--- config.mk ---
export PLATFORM = sky130hd
export DESIGN_NAME = ssswp_datapath
export DESIGN_NICKNAME = d
export VERILOG_FILES = /design/src/inc/ssswp_pkg.sv /design/src/rtl/ssswp_datapath.sv
export SDC_FILE = /design/constraint.sdc
export NUM_CORES = 1
export LEC_CHECK = 0
export BUFFER_PORTS_ARGS = -buffer_cell sky130_fd_sc_hd__buf_2
export CORE_UTILIZATION = 35
export CTS_CLUSTER_DIAMETER = 100
export DETAILED_ROUTE_END_ITERATION = 16
export SKIP_LAST_GASP = 1
export SLEW_MARGIN = 20
export SYNTH_ARGS = -nofsm -noshare
export SYNTH_HDL_FRONTEND = slang
export SYNTH_SLANG_ARGS = --single-unit
--- constraint.sdc ---
create_clock -name core_clk -period 1.65 [get_ports core_clk]
set_input_delay 0.165 -clock core_clk [delete_from_list [all_inputs] [get_ports core_clk]]
set_output_delay 0.165 -clock core_clk [all_outputs]
set_load 0.1 [all_outputs]
--- src/inc/ssswp_pkg.sv ---
// constants and types for the subtract, skip and swap datapath
package ssswp_pkg;
   localparam int unsigned DATA_W = 8;
   localparam int unsigned ADDR_W = 8;
   localparam int unsigned FLAG_W = 6;
   // positions of the status flags in the flag vector
   localparam int unsigned FLG_CARRY = 0;
   localparam int unsigned FLG_AUX = 1;
   localparam int unsigned FLG_ZERO = 2;
   localparam int unsigned FLG_OVF = 3;
   localparam int unsigned FLG_SCMP = 4;
   localparam int unsigned FLG_CZERO = 5;
   // reset values
   localparam logic [DATA_W-1:0] DATA_RST = 8'h00;
   localparam logic [ADDR_W-1:0] ADDR_RST = 8'h00;
   localparam logic [FLAG_W-1:0] FLAG_RST = 6'h00;
   localparam logic [1:0] SYNC_RST = 2'h0;
   // memory read latency and the extra cycle taken by the skip test
   localparam int unsigned RD_LAT_CYC = 1;
   localparam int unsigned SKIP_DUMMY_CYC = 1;

   typedef enum logic [2:0] {
      SSSWP_OP_SKIP_NZ = 3'h0, // skip_if_nonzero_op
      SSSWP_OP_SUB_ACC = 3'h1, // acc - mem into acc
      SSSWP_OP_SUB_MEM = 3'h2, // subtract_to_mem_op
      SSSWP_OP_SUB_IMM = 3'h3, // acc - immediate into acc
      SSSWP_OP_SWAP = 3'h4 // nibble swap in place
   } ssswp_op_t;

   typedef enum logic [3:0] {
      SSSWP_ST_IDLE = 4'h1,
      SSSWP_ST_READ = 4'h2,
      SSSWP_ST_EXEC = 4'h4,
      SSSWP_ST_DUMMY = 4'h8
   } ssswp_state_t;
endpackage : ssswp_pkg

--- src/rtl/ssswp_datapath.sv ---
// subtract, skip-if-nonzero and nibble swap execution datapath
//
// Behaviour
// [RULE1] skip test reads the memory byte and writes the same value back
// [RULE2] skip test requests a skip when the byte is non-zero, else continues
// [RULE3] skip test takes two instruction cycles through an inserted dummy cycle
// [RULE4] register subtract loads accumulator minus memory byte into accumulator
// [RULE5] every subtract sets carry on zero or positive difference, clears on negative
// [RULE6] subtracts update all six flags; skip test leaves flags untouched
// [RULE7] subtract-to-memory writes accumulator minus byte back into the memory byte
// [RULE8] immediate subtract loads accumulator minus instruction constant into accumulator
// [RULE9] swap exchanges the low and high nibbles of the memory byte
// [RULE10] swap writes the exchanged byte to the same location without flag changes
// [RULE11] zero on all-zero result, aux on no borrow from bit 3, signed overflow
`timescale 1ns/1ps
`default_nettype none
module ssswp_datapath
   import ssswp_pkg::*;
(
   // clock and reset
   input wire logic core_clk,
   input wire logic rst_n,
   // instruction request
   input wire logic op_valid,
   input wire ssswp_op_t op_code,
   input wire logic [ADDR_W-1:0] op_addr,
   input wire logic [DATA_W-1:0] op_imm,
   input wire logic [DATA_W-1:0] acc_in,
   output logic op_busy,
   output logic op_done,
   // data memory port
   output logic mem_rd,
   output logic mem_wr,
   output logic [ADDR_W-1:0] mem_addr,
   output logic [DATA_W-1:0] mem_wdata,
   input wire logic [DATA_W-1:0] mem_rdata,
   // accumulator, flags and program counter
   output logic acc_we,
   output logic [DATA_W-1:0] acc_wdata,
   output logic flags_we,
   output logic [FLAG_W-1:0] flags_out,
   output logic skip_req
);
   logic [1:0] sync_q;
   logic rst_sync_n;

   // reset release through two flops
   always_ff @(posedge core_clk or negedge rst_n) begin
      if (!rst_n) begin
         sync_q <= SYNC_RST;
      end else begin
         sync_q <= {sync_q[0], 1'b1};
      end
   end
   assign rst_sync_n = sync_q[1];

   ssswp_state_t state_q, state_d;
   ssswp_op_t op_q, op_d;
   logic [DATA_W-1:0] acc_l_q, acc_l_d;
   logic [DATA_W-1:0] imm_q, imm_d;
   logic busy_q, busy_d;
   logic done_q, done_d;
   logic rd_q, rd_d;
   logic wr_q, wr_d;
   logic [ADDR_W-1:0] addr_q, addr_d;
   logic [DATA_W-1:0] wdata_q, wdata_d;
   logic acc_we_q, acc_we_d;
   logic [DATA_W-1:0] acc_wdata_q, acc_wdata_d;
   logic flags_we_q, flags_we_d;
   logic [FLAG_W-1:0] flags_q, flags_d;
   logic skip_q, skip_d;

   logic [DATA_W-1:0] opnd;
   logic [DATA_W:0] diff_w;
   logic [4:0] low_w;
   logic [DATA_W-1:0] diff;
   logic ovf;
   logic [FLAG_W-1:0] sub_flags;
   logic [DATA_W-1:0] swapped;

   // subtractor shared by all three subtract forms
   always_comb begin
      opnd = (op_q == SSSWP_OP_SUB_IMM) ? imm_q : mem_rdata; // RULE8
      diff_w = {1'b0, acc_l_q} - {1'b0, opnd};
      low_w = {1'b0, acc_l_q[3:0]} - {1'b0, opnd[3:0]};
      diff = diff_w[DATA_W-1:0];
      ovf = (acc_l_q[7] ^ opnd[7]) & (acc_l_q[7] ^ diff[7]); // RULE11
      sub_flags = FLAG_RST;
      sub_flags[FLG_CARRY] = ~diff_w[DATA_W]; // RULE5
      sub_flags[FLG_AUX] = ~low_w[4]; // RULE11
      sub_flags[FLG_ZERO] = (diff == DATA_RST); // RULE11
      sub_flags[FLG_OVF] = ovf; // RULE11
      sub_flags[FLG_SCMP] = diff[7] ^ ovf;
      sub_flags[FLG_CZERO] = (diff == DATA_RST);
      swapped = {mem_rdata[3:0], mem_rdata[7:4]}; // RULE9
   end

   always_comb begin
      state_d = state_q;
      op_d = op_q;
      acc_l_d = acc_l_q;
      imm_d = imm_q;
      busy_d = busy_q;
      done_d = 1'b0;
      rd_d = 1'b0;
      wr_d = 1'b0;
      addr_d = addr_q;
      wdata_d = wdata_q;
      acc_we_d = 1'b0;
      acc_wdata_d = acc_wdata_q;
      flags_we_d = 1'b0;
      flags_d = flags_q;
      skip_d = 1'b0;
      case (state_q)
         SSSWP_ST_IDLE: begin
            if (op_valid) begin
               op_d = op_code;
               acc_l_d = acc_in;
               imm_d = op_imm;
               addr_d = op_addr;
               busy_d = 1'b1;
               if (op_code == SSSWP_OP_SUB_IMM) begin
                  state_d = SSSWP_ST_EXEC;
               end else begin
                  rd_d = 1'b1;
                  state_d = SSSWP_ST_READ;
               end
            end
         end
         SSSWP_ST_READ: begin
            state_d = SSSWP_ST_EXEC;
         end
         SSSWP_ST_EXEC: begin
            done_d = 1'b1;
            state_d = SSSWP_ST_IDLE;
            busy_d = 1'b0;
            case (op_q)
               SSSWP_OP_SKIP_NZ: begin
                  wr_d = 1'b1; // RULE1
                  wdata_d = mem_rdata; // RULE1
                  skip_d = (mem_rdata != DATA_RST); // RULE2
                  busy_d = 1'b1; // RULE3
                  state_d = SSSWP_ST_DUMMY; // RULE3
               end
               SSSWP_OP_SUB_ACC, SSSWP_OP_SUB_IMM: begin
                  acc_we_d = 1'b1; // RULE4
                  acc_wdata_d = diff; // RULE4
                  flags_we_d = 1'b1; // RULE6
                  flags_d = sub_flags; // RULE6
               end
               SSSWP_OP_SUB_MEM: begin
                  wr_d = 1'b1; // RULE7
                  wdata_d = diff; // RULE7
                  flags_we_d = 1'b1; // RULE6
                  flags_d = sub_flags; // RULE6
               end
               SSSWP_OP_SWAP: begin
                  wr_d = 1'b1; // RULE10
                  wdata_d = swapped; // RULE10
               end
               default: begin
                  done_d = 1'b1;
               end
            endcase
         end
         SSSWP_ST_DUMMY: begin
            busy_d = 1'b0;
            state_d = SSSWP_ST_IDLE;
         end
         default: begin
            state_d = SSSWP_ST_IDLE;
            busy_d = 1'b0;
         end
      endcase
   end

   always_ff @(posedge core_clk or negedge rst_sync_n) begin
      if (!rst_sync_n) begin
         state_q <= SSSWP_ST_IDLE;
         op_q <= SSSWP_OP_SKIP_NZ;
         acc_l_q <= DATA_RST;
         imm_q <= DATA_RST;
         busy_q <= 1'b0;
         done_q <= 1'b0;
         rd_q <= 1'b0;
         wr_q <= 1'b0;
         addr_q <= ADDR_RST;
         wdata_q <= DATA_RST;
         acc_we_q <= 1'b0;
         acc_wdata_q <= DATA_RST;
         flags_we_q <= 1'b0;
         flags_q <= FLAG_RST;
         skip_q <= 1'b0;
      end else begin
         state_q <= state_d;
         op_q <= op_d;
         acc_l_q <= acc_l_d;
         imm_q <= imm_d;
         busy_q <= busy_d;
         done_q <= done_d;
         rd_q <= rd_d;
         wr_q <= wr_d;
         addr_q <= addr_d;
         wdata_q <= wdata_d;
         acc_we_q <= acc_we_d;
         acc_wdata_q <= acc_wdata_d;
         flags_we_q <= flags_we_d;
         flags_q <= flags_d;
         skip_q <= skip_d;
      end
   end

   assign op_busy = busy_q;
   assign op_done = done_q;
   assign mem_rd = rd_q;
   assign mem_wr = wr_q;
   assign mem_addr = addr_q;
   assign mem_wdata = wdata_q;
   assign acc_we = acc_we_q;
   assign acc_wdata = acc_wdata_q;
   assign flags_we = flags_we_q;
   assign flags_out = flags_q;
   assign skip_req = skip_q;

   logic exec_skip, exec_sub;
   assign exec_skip = (state_q == SSSWP_ST_EXEC) && (op_q == SSSWP_OP_SKIP_NZ);
   assign exec_sub = (state_q == SSSWP_ST_EXEC) && (op_q inside
      {SSSWP_OP_SUB_ACC, SSSWP_OP_SUB_MEM, SSSWP_OP_SUB_IMM});
endmodule : ssswp_datapath
`default_nettype wire

; After elaboration in Yosys (flattened, before gate mapping)
; Cells that the tools add are included.
[word_totals]
reg_bits = 62
in_bits = 38
out_inout_bits = 37
wordCells = 67
[classes]
addsub = 2
eq_ne = 9
mux = 21
bitwise = 7
reduce_logical = 12
[op_table]
columns = operator, count
row1 = $pmux W8 S3, 1
row2 = $mux W1, 14
row3 = $pmux W4 S3, 1
row4 = $reduce_and A2 Y1, 5
row5 = $eq A3 B2 Y1 const B, 3
row6 = $sub A8 B8 Y9, 1
row7 = $logic_not A8 Y1, 1
row8 = $mux W4, 2
row9 = $mux W8, 1
row10 = $reduce_bool A8 Y1, 1
row11 = $reduce_or A3 Y1, 2
row12 = $sub A4 B4 Y5, 1
row13 = $eq A4 B1 Y1 const B, 1
row14 = $eq A4 B2 Y1 const B, 1
row15 = $eq A4 B3 Y1 const B, 1
row16 = $eq A3 B1 Y1 const B, 1
row17 = $eq A3 B3 Y1 const B, 1
row18 = $logic_not A3 Y1, 1
row19 = $mux W3, 1
row20 = $not A1 Y1, 3
row21 = $pmux W1 S3, 1
row22 = $reduce_bool A3 Y1, 1
row23 = $xor A1 B1 Y1, 3
row24 = $ne A2 B2 Y1 const B, 1
row25 = other kinds (2), 2

; Depth between registers and ports, before layout
[logic_depth]
depth_word = 6
depth_mapped = 16
mapped_depth_nobuf = 14

; Worst setup path after synthesis
; Ideal clock, no wire load.
[synth_timing]
kind = register to register
start = reg op_q[1]
end = reg flags_q[2] (netlist: flags_out[2])
setup_ns = 0.071
t_arrival_ns = 3.477
t_required_ns = 1.579
setup_slack_ns = -1.898
path_stages_with_launch = 17
path_buffers = 2
period_less_slack_ns = 3.548
path_cell_list = dfrtp_1 buf_2 clkinv_1 or3_1 buf_2 mux2_2 ha_1 nand2b_1 a21oi_1 o221ai_1 nand2b_1 a21oi_1 fa_1 nand2_1 or3_1 nor4_2 a32o_1
[synth_via]
elab_chain_len = 4
[synth_rtl]
columns = element, line
row1 = start: declaration, ssswp_datapath.sv:58  ; ssswp_op_t op_q, op_d;
row2 = start signal: assignment, ssswp_datapath.sv:196  ; op_q <= op_d;
row3 = $eq A3 B2 Y1, "ssswp_datapath.sv:83, ssswp_datapath.sv:137"
row4 = $mux W8, ssswp_datapath.sv:83  ; opnd = (op_q == SSSWP_OP_SUB_IMM) ? imm_q : mem_rdata;
row5 = $sub A8 B8 Y9, ssswp_datapath.sv:84  ; diff_w = {1'b0, acc_l_q} - {1'b0, opnd};
row6 = $logic_not A8 Y1, ssswp_datapath.sv:91  ; sub_flags[FLG_ZERO] = (diff == DATA_RST);
row7 = end signal: assignment, ssswp_datapath.sv:208  ; flags_q <= flags_d;
row8 = end: declaration, ssswp_datapath.sv:70  ; logic [FLAG_W-1:0] flags_q, flags_d;
; Parallel ways exist; a longest one is shown, timed or not.
; A chain may end at the register's enable or synchronous reset.

; Worst setup path after layout
[layout_timing]
start = reg op_q[1]
end = reg wdata_q[7] (netlist: mem_wdata[7])
[layout_via]
elab_chain_len = 4
[layout_rtl]
columns = element, line
row1 = $eq A3 B2 Y1, ssswp_datapath.sv:83
row2 = $mux W8, ssswp_datapath.sv:83
row3 = $sub A8 B8 Y9, ssswp_datapath.sv:84
row4 = $pmux W8 S3, ssswp_datapath.sv:137  ; case (op_q)
row5 = end signal: assignment, ssswp_datapath.sv:204  ; wdata_q <= wdata_d;
row6 = end: declaration, ssswp_datapath.sv:66  ; logic [DATA_W-1:0] wdata_q, wdata_d;
; Parallel ways exist; a longest one is shown, timed or not.

==> flow_summary.json <==
{
  "syn-cell-area_um2": 3010,
  "r2r-start": "op_q[1]$_DFFE_PN0P_",
  "pre_cts_slack_ns": -1.74,
  "portBuffers": 74,
  "end_kind": "register",
  "crit_fanout": 5,
  "clk_latency_ns": 0.34,
  "synth_top_family_by_area": "multiplexers",
  "yosysWarnings": 0,
  "cts_root_buffer": "clkbuf_8",
  "fillCellCount": 753,
  "setup_viol": 21,
  "critical_path_class": "register to register",
  "whs_ns": 0.0320,
  "synth_cell_types": 52,
  "worstPathCellList": "clkinv_4 > or3_4 > buf_6 > mux2i_1 > ha_2 > o21ai_2 > a21oi_2 > o221ai_2 > nand2b_1 > a21oi_2 > fa_1 > buf_4 > a21oi_2 > o22ai_1 > a21oi_1 > mux2_4",
  "dr_wl_met3_um": 391,
  "async_reset_ff_share_pct": 100,
  "finalCritPeriodShare_pct": 202,
  "diodes": 0,
  "initial_utilization_pct": 36.4,
  "cts_tree": "done",
  "routedWlPerCell_um": 14.7,
  "syn_to_final_growth_pct": 47.8,
  "fp-row-count": 33,
  "critPathLaunchType": "register",
  "setup_ws_ns": -1.68,
  "syn-instance-count": 269,
  "numClockSinks": 61,
  "grt_use_total_pct": 18.6,
  "grt_pass1_wl_um": 12500,
  "multi_input_area_um2": 1590,
  "postLayoutCellArea_um2": 4440,
  "dp_cells": 498,
  "top_layer": "met4",
  "synth_compound_area_share_pct": 12.7,
  "arrival_ns": 3.61,
  "status": "finished with violations",
  "hold_viol_final": 0,
  "drt-met1-wl_um": 3360,
  "drc": 0,
  "die_y_um": 94.7,
  "core_um2": 8260,
  "cp_common_cell": "a21oi_2",
  "grt_pass1_vias": 2578,
  "maxCapViolations": 0,
  "rsz0062_at_grt": "yes",
  "clock_path_buffers": 2,
  "ios": 75,
  "slowest_stage": "fa_1",
  "fin_crit_ns": 3.33,
  "slowest_delay_ns": 0.46,
  "dieArea_um2": 8970,
  "via_per_inst": 4.97,
  "cts.clk_slew.worst_paths_ns": 0.06,
  "r2r_end": "mem_wdata[7]$_DFFE_PN0P_",
  "die_w_um": 94.7,
  "reg2reg_slack_ns": -1.68,
  "ys_seq_elements": 61,
  "yosys.area_share.simple_pct": 12.7,
  "dr_total_vias": 2612,
  "muxShareOfSynthArea_pct": 14.7,
  "synthAdderAreaFrac_pct": 4.66,
  "cts_buffers": 9,
  "synth_area_per_cell_um2": 11.2,
  "drtPass1Iterations": 4,
  "fin_cells": 526,
  "synthFlopType": "dfrtp_1",
  "drtIter0Drc": 132,
  "nets": 464,
  "overflow": 0,
  "hold_depth": 3,
  "place_area_um2": 3990,
  "fmax_mhz": 300,
  "ff_latch_area_um2": 1530,
  "ctsHtreeMaxLevel": 3,
  "seq_area_frac_synth_pct": 50.8,
  "wirelength_um": 7760,
  "final_layout_size_suffix_gt1_share_pct": 57.2,
  "drv_slew": 0,
  "hold_path_end": "acc_l_q[0]$_DFFE_PN0P_",
  "grt_max_degree": 33,
  "antenna_found_initial": 0,
  "synth_xor_area_share_pct": 1.16,
  "globalplace.congestion": 0.871,
  "synth_nets": 317,
  "ant_nets": 0,
  "skew_ns": 0.00830,
  "violations": "negative setup slack",
  "crit_required_ns": 1.93,
  "rr_worst_depth": 16,
  "dpl.hpwl_um": 5770,
  "hold_class": "input port to register",
  "synth_edf_count": 0,
  "worstHoldStart": "acc_in[0]",
  "met2WireLength_um": 3880
}
## cells in the final DEF (no fill, tap or decap), types with 5 or more instances in the layout
cell / n
dfrtp_1: 59
nand2_1: 16
inv_1: 6
o21ai_1: 8
buf_2: 74
ha_1: 5
a21oi_1: 7
clkbuf_8: 12
nor2_1: 16
o21ai_0: 10
mux2_2: 29
buf_4: 67
nand3_1: 5
mux2i_1: 5
## registers in the layout, indices dropped and copies added, names as in the netlist
signal / cells
imm_q: 8
flags_we: 1
sync_q: 2
skip_req: 1
op_busy: 1
state_q: 4
acc_l_q: 8
acc_wdata: 8
flags_out: 5
mem_rd: 1
acc_we: 1
mem_wdata: 8
op_q: 3
mem_wr: 1
op_done: 1
mem_addr: 8
## worst max-delay path, delay by kind of cell, from the launching register on
| kind | cells | cell delay [ns] |
|---|---|---|
| fa+ha+maj | 2 | 0.78 |
| buf+inv | 3 | 0.35 |
| mux | 2 | 0.34 |
| flops | 1 | 0.41 |
| simple gates | 2 | 0.47 |
| compound gates | 7 | 0.93 |
## logic make-up (layout without fill, tap and decap cells)
family,after synthesis,count (layout)
buffers and inverters,22,174
other,1,1
AOI/OAI and AO/OA,60,60
DFF,61,61
xor gates and xnor gates,4,4
adders and majority gates,10,10
and+or+nand+nor,72,72
muxes,39,39
## stage by stage
step | TNS (ns) | utilization [%]
detailed placement | -22.18 | 48.3
floorplan | -18.81 | -
CTS | -20.44 | 52.8
finish | -20.36 | 53.8
global placement | -20.91 | 48.3
global route | -22.17 | 53.8
## area by class of cell
class / instances / share of cell area, %
well taps: 105 / 2.96
multi-input cells: 186 / 35.8
repair buffers: 148 / 21.8
inverters: 10 / 1.01
clock inverters: 1 / 0.113
flip-flops and latches: 61 / 34.4
clock buffers: 15 / 3.97
## metal layers
| layer | track usage (%) | up-vias |
|---|---|---|
| li1 | - | 1258 |
| met1 | 23.8 | 1269 |
| met2 | 30.1 | 74 |
| met3 | 4.51 | 11 |
| met4 | 7.32 | 0 |
| met5 | 0 | - |
## cell usage after synthesis, types with 2 or more instances
cell | number | area share, %
dfrtp_1 | 60 | 50
mux2_2 | 29 | 11
o21ai_0 | 21 | 3.5
nand2_1 | 20 | 2.5
nor2_1 | 18 | 2.2
a21oi_1 | 12 | 2.0
ha_1 | 8 | 3.3
inv_1 | 8 | 1.0
mux2i_1 | 7 | 2.3
buf_2 | 6 | 1.0
nand3_1 | 5 | 0.83
a22oi_1 | 4 | 1.0
clkbuf_1 | 4 | 0.50
nand2b_1 | 4 | 0.83
nor2b_1 | 4 | 0.83
o22ai_1 | 4 | 0.83
or3_1 | 4 | 0.83
mux2_4 | 3 | 1.5
nor3_1 | 3 | 0.50
or2_2 | 3 | 0.62
xor2_1 | 3 | 0.87
a31oi_1 | 2 | 0.42
fa_1 | 2 | 1.3
nand2_4 | 2 | 0.75
nor4_1 | 2 | 0.42
o221ai_1 | 2 | 0.58
o2bb2ai_1 | 2 | 0.58
o31a_1 | 2 | 0.58
o31ai_1 | 2 | 0.50
## worst max-delay path by stage
stage	from	end	slack [ns]	cells after the start
2_1_floorplan	op_q[1]$_DFFE_PN0P_	flags_out[2]$_DFFE_PN0P_	-1.68	16
3_3_place_gp	op_q[1]$_DFFE_PN0P_	flags_out[2]$_DFFE_PN0P_	-1.61	15
3_5_place_dp	op_q[1]$_DFFE_PN0P_	flags_out[2]$_DFFE_PN0P_	-1.74	15
4_1_cts	op_q[1]$_DFFE_PN0P_	flags_out[2]$_DFFE_PN0P_	-1.54	15
5_1_grt	op_q[1]$_DFFE_PN0P_	mem_wdata[7]$_DFFE_PN0P_	-1.82	15
6_report	op_q[1]$_DFFE_PN0P_	mem_wdata[7]$_DFFE_PN0P_	-1.68	16
## timing repair
| action | in CTS | in global routing |
|---|---|---|
| resized for setup | 21 | 24 |
| setup endpoints to repair | 22 | 47 |
| setup buffers | 27 | 6 |
| hold buffers | 1 | 0 |
| hold endpoints to repair | 2 | 0 |
| pin swaps | 17 | 13 |
Power is left out: the tool's default activity adds up to more than one toggle a clock period on the data nets, which glitch-free logic cannot reach.
